[src/rtl/cable_vdo_pkg.sv]
// Constants and field checks for the passive cable data object builder
package cable_vdo_pkg;

    // Register byte offsets
    localparam logic [3:0] ADDR_CFG = 4'h0;
    localparam logic [3:0] ADDR_CTRL = 4'h4;
    localparam logic [3:0] ADDR_STATUS = 4'h8;
    localparam logic [3:0] ADDR_VDO = 4'hC;

    // Field positions inside the data object (and inside the config register)
    localparam int HW_LSB = 28;
    localparam int FW_LSB = 24;
    localparam int VER_LSB = 21;
    localparam int PLUG_LSB = 18;
    localparam int LAT_LSB = 13;
    localparam int TERM_LSB = 11;
    localparam int VMAX_LSB = 9;
    localparam int CUR_LSB = 5;
    localparam int SPD_LSB = 0;

    localparam logic [2:0] VDO_VER_1_0 = 3'h0;
    localparam logic [1:0] TERM_NO_VCONN = 2'h0;
    // Reserved bits 20, 17, 8:7, 4:3 plus the version field
    localparam logic [31:0] RSVD_MASK = 32'h0012_0198;
    localparam logic [31:0] VER_MASK = 32'h00E0_0000;

    // Control register bits
    localparam int CTRL_CABLE_BIT = 0;
    localparam int CTRL_DISC_ONLY_BIT = 1;
    localparam int CTRL_W = 2;

    // Status: sticky error bits, live error field at STAT_LIVE_LSB
    localparam int ERR_PLUG = 0;
    localparam int ERR_LAT = 1;
    localparam int ERR_TERM = 2;
    localparam int ERR_CUR = 3;
    localparam int ERR_SPD = 4;
    localparam int ERR_W = 5;
    localparam int STAT_LIVE_LSB = 8;

    // Values after reset: Type-C plug, latency under 10 ns, no VCONN, 20 V, 3 A, USB 2.0
    localparam logic [31:0] CFG_RST = 32'h0008_2020;
    localparam logic [CTRL_W-1:0] CTRL_RST = 2'h1;

    localparam logic [1:0] RESP_OKAY = 2'h0;
    localparam logic [1:0] RESP_SLVERR = 2'h2;

    function automatic logic plug_ok(input logic [1:0] c);
        return c[1];
    endfunction : plug_ok

    function automatic logic lat_ok(input logic [3:0] c);
        return (c != 4'h0) && (c <= 4'h8);
    endfunction : lat_ok

    function automatic logic term_ok(input logic [1:0] c);
        return !c[1];
    endfunction : term_ok

    function automatic logic cur_ok(input logic [1:0] c);
        return (c == 2'h1) || (c == 2'h2);
    endfunction : cur_ok

    function automatic logic spd_ok(input logic [2:0] c);
        return c <= 3'h2;
    endfunction : spd_ok

endpackage : cable_vdo_pkg

[src/rtl/passive_cable_vdo_builder.sv]
// Passive cable data object builder with AXI4-Lite configuration port
`timescale 1ns/1ps
// Functional notes
// - The object is offered in the identity response whenever the product type says cable.
// - Bits 31:28 and 27:24 carry the vendor hardware and firmware versions unaltered.
// - The version field 23:21 is always 000b.
// - Bits 20, 17, 8:7 and 4:3 are always zero.
// - Bits 19:18 carry 10b for a Type-C plug, 11b for captive; 00b and 01b are reserved.
// - Bits 16:13 carry latency codes 0001b to 1000b; others are reserved.
// - Bits 12:11 carry 00b without VCONN, 01b with VCONN; 10b and 11b are reserved.
// - A plug that only answers identity discovery reports termination 00b.
// - Bits 10:9 carry the maximum bus voltage, 00b 20 V up to 11b 50 V.
// - Bits 6:5 carry 01b for 3 A and 10b for 5 A; 00b and 11b are reserved.
// - Bits 2:0 carry 000b, 001b or 010b; 011b to 111b are reserved.
module passive_cable_vdo_builder (
    input wire logic aclk,
    input wire logic aresetn,
    input wire logic ce,
    input wire logic [3:0] s_axi_awaddr,
    input wire logic s_axi_awvalid,
    output logic s_axi_awready,
    input wire logic [31:0] s_axi_wdata,
    input wire logic [3:0] s_axi_wstrb,
    input wire logic s_axi_wvalid,
    output logic s_axi_wready,
    output logic [1:0] s_axi_bresp,
    output logic s_axi_bvalid,
    input wire logic s_axi_bready,
    input wire logic [3:0] s_axi_araddr,
    input wire logic s_axi_arvalid,
    output logic s_axi_arready,
    output logic [31:0] s_axi_rdata,
    output logic [1:0] s_axi_rresp,
    output logic s_axi_rvalid,
    input wire logic s_axi_rready,
    input wire logic id_req,
    output logic id_valid,
    output logic id_include,
    output logic [31:0] id_word,
    output logic cfg_error
);
    import cable_vdo_pkg::*;

    function automatic logic [31:0] strb_merge(input logic [31:0] old, input logic [31:0] nw, input logic [3:0] s);
        logic [31:0] r;
        r = old;
        for (int i = 0; i < 4; i++) begin
            if (s[i]) begin
                r[i*8 +: 8] = nw[i*8 +: 8];
            end
        end
        return r;
    endfunction : strb_merge

    function automatic logic addr_known(input logic [3:0] a);
        return (a == ADDR_CFG) || (a == ADDR_CTRL) || (a == ADDR_STATUS) || (a == ADDR_VDO);
    endfunction : addr_known

    logic [31:0] cfg_q, cfg_d;
    logic [CTRL_W-1:0] ctrl_q, ctrl_d;
    logic [ERR_W-1:0] err_q, err_d;
    logic [31:0] vdo_live;
    logic [ERR_W-1:0] err_live;

    logic aw_held_q, aw_held_d;
    logic [3:0] aw_addr_q, aw_addr_d;
    logic w_held_q, w_held_d;
    logic [31:0] w_data_q, w_data_d;
    logic [3:0] w_strb_q, w_strb_d;
    logic bvalid_q, bvalid_d;
    logic [1:0] bresp_q, bresp_d;
    logic rvalid_q, rvalid_d;
    logic [31:0] rdata_q, rdata_d;
    logic [1:0] rresp_q, rresp_d;

    logic id_valid_q, id_valid_d;
    logic id_include_q, id_include_d;
    logic [31:0] id_word_q, id_word_d;

    logic do_write;
    logic [ERR_W-1:0] err_clr;

    vdo_pack u_pack (
        .cfg(cfg_q),
        .disc_only(ctrl_q[CTRL_DISC_ONLY_BIT]),
        .vdo(vdo_live),
        .err(err_live)
    );

    // Handshakes close while ce is low, so the master never hands an item to frozen state
    assign s_axi_awready = ce && !aw_held_q && !bvalid_q;
    assign s_axi_wready = ce && !w_held_q && !bvalid_q;
    assign s_axi_arready = ce && !rvalid_q;
    assign s_axi_bvalid = ce && bvalid_q;
    assign s_axi_bresp = bresp_q;
    assign s_axi_rvalid = ce && rvalid_q;
    assign s_axi_rdata = rdata_q;
    assign s_axi_rresp = rresp_q;
    assign do_write = aw_held_q && w_held_q && !bvalid_q;

    // Write channel: address and data are captured in either order
    always_comb begin
        aw_held_d = aw_held_q;
        aw_addr_d = aw_addr_q;
        w_held_d = w_held_q;
        w_data_d = w_data_q;
        w_strb_d = w_strb_q;
        bvalid_d = bvalid_q;
        bresp_d = bresp_q;
        if (s_axi_awvalid && s_axi_awready) begin
            aw_held_d = 1'b1;
            aw_addr_d = s_axi_awaddr;
        end
        if (s_axi_wvalid && s_axi_wready) begin
            w_held_d = 1'b1;
            w_data_d = s_axi_wdata;
            w_strb_d = s_axi_wstrb;
        end
        if (do_write) begin
            aw_held_d = 1'b0;
            w_held_d = 1'b0;
            bvalid_d = 1'b1;
            bresp_d = addr_known(aw_addr_q) ? RESP_OKAY : RESP_SLVERR;
        end else if (bvalid_q && s_axi_bready) begin
            bvalid_d = 1'b0;
        end
    end

    always_ff @(posedge aclk) begin
        if (!aresetn) begin
            aw_held_q <= 1'b0;
            aw_addr_q <= 4'h0;
            w_held_q <= 1'b0;
            w_data_q <= 32'h0000_0000;
            w_strb_q <= 4'h0;
            bvalid_q <= 1'b0;
            bresp_q <= RESP_OKAY;
        end else if (ce) begin
            aw_held_q <= aw_held_d;
            aw_addr_q <= aw_addr_d;
            w_held_q <= w_held_d;
            w_data_q <= w_data_d;
            w_strb_q <= w_strb_d;
            bvalid_q <= bvalid_d;
            bresp_q <= bresp_d;
        end
    end

    // Read channel: data one cycle after the address is taken
    always_comb begin
        rvalid_d = rvalid_q;
        rdata_d = rdata_q;
        rresp_d = rresp_q;
        if (s_axi_arvalid && s_axi_arready) begin
            rvalid_d = 1'b1;
            rresp_d = RESP_OKAY;
            rdata_d = 32'h0000_0000;
            unique case (s_axi_araddr)
                ADDR_CFG: rdata_d = cfg_q;
                ADDR_CTRL: rdata_d[CTRL_W-1:0] = ctrl_q;
                ADDR_STATUS: begin
                    rdata_d[ERR_W-1:0] = err_q;
                    rdata_d[STAT_LIVE_LSB +: ERR_W] = err_live;
                end
                ADDR_VDO: rdata_d = vdo_live;
                default: rresp_d = RESP_SLVERR;
            endcase
        end else if (rvalid_q && s_axi_rready) begin
            rvalid_d = 1'b0;
        end
    end

    always_ff @(posedge aclk) begin
        if (!aresetn) begin
            rvalid_q <= 1'b0;
            rdata_q <= 32'h0000_0000;
            rresp_q <= RESP_OKAY;
        end else if (ce) begin
            rvalid_q <= rvalid_d;
            rdata_q <= rdata_d;
            rresp_q <= rresp_d;
        end
    end

    // Configuration, sticky errors and the identity response port
    always_comb begin
        cfg_d = cfg_q;
        ctrl_d = ctrl_q;
        err_clr = '0;
        if (do_write) begin
            unique case (aw_addr_q)
                ADDR_CFG: cfg_d = strb_merge(cfg_q, w_data_q, w_strb_q);
                ADDR_CTRL: begin
                    if (w_strb_q[0]) begin
                        ctrl_d = w_data_q[CTRL_W-1:0];
                    end
                end
                ADDR_STATUS: begin
                    if (w_strb_q[0]) begin
                        err_clr = w_data_q[ERR_W-1:0];
                    end
                end
                default: ;
            endcase
        end
        // A live error in the clearing cycle keeps its flag set
        err_d = (err_q & ~err_clr) | err_live;
        id_valid_d = id_req;
        id_word_d = id_req ? vdo_live : id_word_q;
        id_include_d = id_req ? ctrl_q[CTRL_CABLE_BIT] : id_include_q;
    end

    always_ff @(posedge aclk) begin
        if (!aresetn) begin
            cfg_q <= CFG_RST;
            ctrl_q <= CTRL_RST;
            err_q <= '0;
            id_valid_q <= 1'b0;
            id_word_q <= 32'h0000_0000;
            id_include_q <= 1'b0;
        end else if (ce) begin
            cfg_q <= cfg_d;
            ctrl_q <= ctrl_d;
            err_q <= err_d;
            id_valid_q <= id_valid_d;
            id_word_q <= id_word_d;
            id_include_q <= id_include_d;
        end
    end

    assign id_valid = id_valid_q;
    assign id_word = id_word_q;
    assign id_include = id_include_q;
    assign cfg_error = |err_q;
endmodule : passive_cable_vdo_builder

[src/rtl/vdo_pack.sv]
// Packs the stored configuration into the cable data object and flags reserved codes
`timescale 1ns/1ps
module vdo_pack (
    input wire logic [31:0] cfg,
    input wire logic disc_only,
    output logic [31:0] vdo,
    output logic [cable_vdo_pkg::ERR_W-1:0] err
);
    import cable_vdo_pkg::*;

    always_comb begin
        // Vendor fields, plug, latency, voltage, current, speed pass unaltered
        vdo = cfg & ~(RSVD_MASK | VER_MASK);
        vdo[VER_LSB +: 3] = VDO_VER_1_0;
        if (disc_only) begin
            vdo[TERM_LSB +: 2] = TERM_NO_VCONN;
        end
        err = '0;
        // Reserved codes are still emitted; the configuring agent must fix them
        err[ERR_PLUG] = !plug_ok(cfg[PLUG_LSB +: 2]);
        err[ERR_LAT] = !lat_ok(cfg[LAT_LSB +: 4]);
        err[ERR_TERM] = !term_ok(vdo[TERM_LSB +: 2]);
        err[ERR_CUR] = !cur_ok(cfg[CUR_LSB +: 2]);
        err[ERR_SPD] = !spd_ok(cfg[SPD_LSB +: 3]);
    end

endmodule : vdo_pack

[config.mk]
export PLATFORM = sky130hd
export DESIGN_NAME = passive_cable_vdo_builder
export DESIGN_NICKNAME = d
export VERILOG_FILES = /design/src/rtl/cable_vdo_pkg.sv /design/src/rtl/passive_cable_vdo_builder.sv /design/src/rtl/vdo_pack.sv
export SDC_FILE = /design/constraint.sdc
export NUM_CORES = 1
export LEC_CHECK = 0
export BUFFER_PORTS_ARGS = -buffer_cell sky130_fd_sc_hd__buf_2
export CORE_ASPECT_RATIO = 0.5
export CORE_MARGIN = 5
export CORE_UTILIZATION = 40
export CTS_CLUSTER_DIAMETER = 30
export DETAILED_ROUTE_END_ITERATION = 8
export GPL_TIMING_DRIVEN = 1
export PLACE_DENSITY = 0.68
export SETUP_SLACK_MARGIN = 0.2
export SLEW_MARGIN = 10
export SYNTH_ARGS = -nofsm -noshare
export SYNTH_HDL_FRONTEND = slang
export SYNTH_HIERARCHICAL = 1
export SYNTH_SLANG_ARGS = --single-unit
export TNS_END_PERCENT = 1
[constraint.sdc]
create_clock -name aclk -period 1.5 [get_ports aclk]
set_input_delay 0.3 -clock aclk [delete_from_list [all_inputs] [get_ports aclk]]
set_output_delay 0.3 -clock aclk [all_outputs]
set_load 0.005 [all_outputs]
==> results of run 1 <==
routing by layer:
metal / GRT usage / vias up
met3: 0.0410 / 24
met1: 0.232 / 2768
met4: 0.0574 / 0
li1: - / 2841
met2: 0.328 / 94
met5: 0 / -
state kept, by name (all words and copies together) (netlist names):
signal,count
id_word,32
id_include,1
id_valid,1
aw_addr_q,4
rvalid_q,1
ctrl_q,2
err_q,5
bvalid_q,1
w_held_q,1
s_axi_rresp,1
w_strb_q,4
w_data_q,32
s_axi_rdata,32
aw_held_q,1
cfg_q,32
s_axi_bresp,1
layout make-up:
class | count | area [sq um]
Clock inverter | 13 | 148
Tap cell | 221 | 277
Sequential cell | 151 | 3040
Multi-Input combinational cell | 540 | 3400
Fill cell | 1446 | 7200
Clock buffer | 19 | 453
Timing Repair Buffer | 169 | 1120
Inverter | 6 | 22.5
stage by stage:
stage,cells,utilization,power (mW)
floorplan,787,-,4.63
global placement,1087,0.475,4.88
detailed placement,1087,0.475,4.89
CTS,1119,0.537,9.27
global route,1119,0.540,9.59
finish,1119,0.540,9.23
worst max-delay path, stage by stage (launching register included):
cell and delay [ns]:
dfxtp_1 0.31, or4_4 0.62, nor3_4 0.19, buf_12 0.15
mux2i_1 0.17
synth_stat cells (4+ instances only):
| cell type | instances |
|---|---|
| buf_1 | 5 |
| a21oi_1 | 96 |
| and2_1 | 4 |
| buf_2 | 5 |
| and3_1 | 22 |
| o211ai_1 | 22 |
| dfxtp_1 | 151 |
| clkbuf_1 | 46 |
| buf_4 | 33 |
| mux2_2 | 10 |
| nor2_1 | 18 |
| nor3b_1 | 22 |
| nand2_1 | 227 |
| o2bb2ai_1 | 8 |
| inv_1 | 6 |
| o21ai_0 | 5 |
| a22oi_1 | 12 |
| mux2i_1 | 35 |
| a32o_1 | 5 |
| nor4_1 | 5 |
| nand4_1 | 5 |
worst paths after layout:
check / start / endpoint / slack, ns / depth (start not counted)
max: aw_addr_q[3] / cfg_q[10] / -0.02 / 4
min: s_axi_awaddr[1] / aw_addr_q[1] / 0.11 / 3
max reg2reg: aw_addr_q[3] / cfg_q[10] / -0.02 / 4
min reg2reg: id_word[26] / id_word[26] / 0.45 / 2
power by group:
group          internal [mW]  switching, mW  leakage [nW]
Sequential              4.09         0.0562          1.23
Clock                   2.56           1.75         0.294
Combinational          0.293          0.482          1.97
Total                   6.94           2.29          3.50
cells by family (layout without fill, tap and decap cells):
family / count (synthesis) / count (layout)
AOI/OAI and AO/OA: 155 / 155
and+or+nand+nor: 327 / 327
other: 2 / 11
xor gates and xnor gates: 2 / 2
buffers and inverters: 96 / 207
DFF: 151 / 151
muxes: 45 / 45
timing repair:
item,CTS,global route
cloned,0,0
setup buffers,0,0
pin swaps,77,8
gates resized for setup,105,10
setup endpoints to repair,116,99
==> flow_metrics.tcl, run 1 <==
set metrics [dict create \
    seq_area_frac_synth 0.465 \
    synth_top_family_by_area "simple AND/OR/NAND/NOR gates" \
    layout_min_cycle_time_ns 1.52 \
    cp_max_fo 7 \
    hpwlAfterDp_microns 12300 \
    max_cap_viol_count 0 \
    setup_slack_ns -0.0203 \
    via_count 5727 \
    dieArea_sq_mm 0.0190 \
    synth-simple-area-share 0.239 \
    ys.flop_type "dfxtp_1" \
    final_cell_mix "nand2_1 (191), dfxtp_1 (143), buf_2 (125)" \
    grt_pass1_vias 5770 \
    power_leakage_nw 3.50 \
    first_pass_iters 5 \
    synthXorXnorAreaFrac 0.00270 \
    ant_nets 0 \
    diodes 0 \
    crit_path_end_kind "flip-flop" \
    met2WireLength_microns 9050 \
    synthMuxAreaShare 0.0713 \
    ys_types 44 \
    setup_viol 17 \
    hp-class "in -> reg" \
    placed_area_sq_mm 0.00744 \
    gp_congestion 0.849 \
    met1_length_microns 7780 \
    drtIter0Drc 433 \
    ir_drop_v 0.000837 \
    cts.sinks 151 \
    top_layer "met4" \
    synth_edf_count 0 \
    synthAdderAreaFrac 0 \
    initial_utilization 0.415 \
    timing.fmax_mhz 658 \
    die_h_microns 100 \
    drcViolationCount 0 \
    ys_warn_count 6 \
    wl_met3_microns 740 \
    ios 129 \
    area_growth_pct 30.2 \
    grt_max_degree 68 \
    vias_per_cell 5.12 \
    cts_buffer_depth 2 \
    nets 938 \
    synth-seq-cells 151 \
    clk_latency_ns 0.42 \
    design_area_sq_mm 0.00846 \
    setup_tns_ns -0.214 \
    synth-compound-area-share 0.144 \
    post_drt_wl_per_cell_microns 15.9 \
    cts_tree "yes" \
    pre_cts_slack_ns -0.0351 \
    crit_required_ns 1.85 \
    violations "negative setup slack" \
    whs_ns 0.115 \
    portBuffers 126 \
    power_density_mw_per_mm2 1090 \
    async_flop_share 0 \
    clock_skew_ns 0.0113 \
    finalHoldViolCount 0 \
    cp-start-kind "flip-flop" \
    numCtsBuffers 17 \
    track_usage 0.187 \
    finalMaxSlewViolations 0 \
    fp.coreArea_sq_mm 0.0157 \
    routed_wl_microns 17800 \
    num_rows 32 \
    cp_data_arrival_time_ns 1.87 \
    outcome "finished with violations" \
    synthesis.instances 778 \
    ctsHoldBuffers 0 \
    path_clk_slew_ns 0.06 \
    timing.final.crit_share 1.01 \
    path_class "reg -> reg" \
    rsz0062_at_grt "yes" \
    mostFrequentLayoutCell "nand2_1" \
    antenna_found_initial 0 \
    cts_root_buf "clkbuf_16" \
    netlist_area_sq_mm 0.00650 \
    netlist.area_leader.share 0.465 \
    htreeDepth 4 \
    synth_top_area_cell "dfxtp_1" \
    synth_area_leaders "dfxtp_1 (47%), nand2_1 (13%), a21oi_1 (7.4%), mux2i_1 (5.4%), buf_4 (3.8%)" \
    syn_avg_cell_area_sq_um 8.35 \
    grt_pass1_wl_microns 29000 \
    die_w_microns 190 \
    grt-ovfl-total 0 \
    drive_above_1_share 0.336 \
]
No activity file was read; power rests on OpenSTA's default activity.
==> run 2, diff against run 1 <==
--- a/config.mk
+++ b/config.mk
@@ -12,6 +12,7 @@
 export CTS_CLUSTER_DIAMETER = 30
 export DETAILED_ROUTE_END_ITERATION = 8
 export GPL_TIMING_DRIVEN = 1
+export HOLD_SLACK_MARGIN = 0.12
 export PLACE_DENSITY = 0.68
 export SETUP_SLACK_MARGIN = 0.2
 export SLEW_MARGIN = 10
==> run 2 against run 1 <==
The flow still finishes with violations (negative setup slack). Clock-buffer cell count did not move. Worst hold slack improved by 0.014 ns. First-iteration DRC count decreased by 6.9%. Final cell count is 0.27% higher. Utilization is 0.19 points higher. Register-to-register slack is essentially flat. Clock power about the same. Combinational power is 0.9% higher. Critical path depth unchanged. Setup slack worse by 0.0020 ns. Sequential power about the same. Maximum frequency is 0.13% lower.
==> flow_metrics.tcl, run 2 (synthesized netlist as in run 1, its figures left out) <==
set metrics [dict create \
    setup.worst_path.start "aw_addr_q[3]" \
    stdcell_count 1122 \
    rsz0062_at_grt "yes" \
    cts_tree "yes" \
    clk_latency_ns 0.42 \
    path_clk_slew_ns 0.06 \
    num_rows 32 \
    initial_utilization 0.415 \
    grt_pass1_vias 5787 \
    track_usage 0.187 \
    pre_cts_slack_ns -0.0351 \
    first_pass_iters 4 \
    drive_above_1_share 0.335 \
    grt_max_degree 68 \
    hp-class "in -> reg" \
    numCtsBuffers 17 \
    grt_pass1_wl_microns 29000 \
    ir_drop_v 0.000834 \
    layout_min_cycle_time_ns 1.52 \
    crit_required_ns 1.85 \
    timing.fmax_mhz 657 \
    cp_max_fo 7 \
    diodes 0 \
    fp.coreArea_sq_mm 0.0157 \
    hold_path.startpoint "s_axi_wdata[17]" \
    via_count 5743 \
    setup_slack_ns -0.0223 \
    nets 941 \
    antenna_found_initial 0 \
    violations "negative setup slack" \
    cp_data_arrival_time_ns 1.87 \
    grt-ovfl-total 0 \
    path_class "reg -> reg" \
    min_to "w_data_q[17]" \
    ant_nets 0 \
    max_cap_viol_count 0 \
    vias_per_cell 5.12 \
    gp_congestion 0.849 \
    power_density_mw_per_mm2 1090 \
    finalHoldViolCount 0 \
    dieArea_sq_mm 0.0190 \
    htreeDepth 4 \
    drcViolationCount 0 \
    crit_path_end_kind "flip-flop" \
    final_core_util 0.542 \
    hpwlAfterDp_microns 12300 \
    cts.sinks 151 \
    ios 129 \
    die_w_microns 190 \
    die_h_microns 100 \
    drtIter0Drc 403 \
    clock_skew_ns 0.00714 \
    power_leakage_nw 3.51 \
    dp_cells 1087 \
    routed_wl_microns 17700 \
    postCtsSetupRepairBufs 0 \
    finalMaxSlewViolations 0 \
    timing.final.crit_share 1.01 \
    final_cell_mix "nand2_1 (191), dfxtp_1 (143), buf_2 (125)" \
    r2r-end "cfg_q[3]" \
    outcome "finished with violations" \
    mostFrequentLayoutCell "nand2_1" \
    setup_viol 17 \
    post_drt_wl_per_cell_microns 15.8 \
    cts_buffer_depth 2 \
    r2r_slack_ns -0.02 \
    cts_root_buf "clkbuf_16" \
    portBuffers 126 \
    reg2regPathDepth 4 \
    hold_depth 3 \
    area_growth_pct 30.6 \
    crit-reg2reg-launch "aw_addr_q[3]" \
    cp-start-kind "flip-flop" \
]
==> run 2: changes by cell type in the layout (fill, tap and decap cells not counted) <==
cell and delta:
dlygate4sd3_1 +3
==> run 2: worst max-delay path by stage <==
stage	endpoint	depth (start not counted)	slack, ns
6_report	cfg_q[3]	4	-0.02
5_1_grt	cfg_q[23]	4	-0.12
4_1_cts	cfg_q[3]	4	-0.03
3_5_place_dp	s_axi_rdata[18]	5	-0.04
3_3_place_gp	cfg_q[28]	5	0.01
2_1_floorplan	cfg_q[10]	4	-0.07
==> run 2: metal layers <==
| layer | track usage | part of all wire | vias up | wire, microns |
|---|---|---|---|---|
| li1 | - | - | 2842 | - |
| met1 | 0.232 | 0.44 | 2763 | 7750 |
| met2 | 0.327 | 0.51 | 106 | 8980 |
| met3 | 0.0413 | 0.041 | 32 | 723 |
| met4 | 0.0585 | 0.016 | 0 | 280 |
| met5 | 0 | 0 | - | 0 |
==> run 2: timing repair <==
action / CTS / global route
endpoints found under the setup margin: 116 / 98
resized for setup: 105 / 10
hold buffers: 3 / 0
pin swaps: 77 / 7
hold endpoints to repair: 3 / 0
gates cloned: 0 / 0
==> run 2: area by class of cell <==
type                            instances  area (sq um)
Clock buffer                           19           453
Clock inverter                         13           148
Inverter                                6          22.5
Timing Repair Buffer                  172          1150
Sequential cell                       151          3040
Multi-Input combinational cell        540          3400
Fill cell                            1442          7170
Tap cell                              221           277
==> run 2: critical path: stages, from the launching register on <==
cell and delay [ns]:
dfxtp_1 0.31, or4_4 0.62, nor3_4 0.18, buf_12 0.15, mux2i_1 0.18
==> run 2: power by group <==
part / internal (mW) / switching [mW]
Combinational: 0.298 / 0.484
Sequential: 4.09 / 0.0558
Clock: 2.56 / 1.75
Total: 6.95 / 2.29
==> run 2: metrics by stage <==
step | TNS [ns] | hold slack (ns) | area, sq um | power (mW)
global route | -3.25 | 0.121 | 8490 | 9.59
floorplan | -1.39 | 0.430 | 6530 | 4.63
CTS | -0.317 | 0.121 | 8430 | 9.27
finish | -0.204 | 0.129 | 8490 | 9.24
global placement | 0 | 0.441 | 7440 | 4.88
detailed placement | -0.248 | 0.443 | 7440 | 4.89
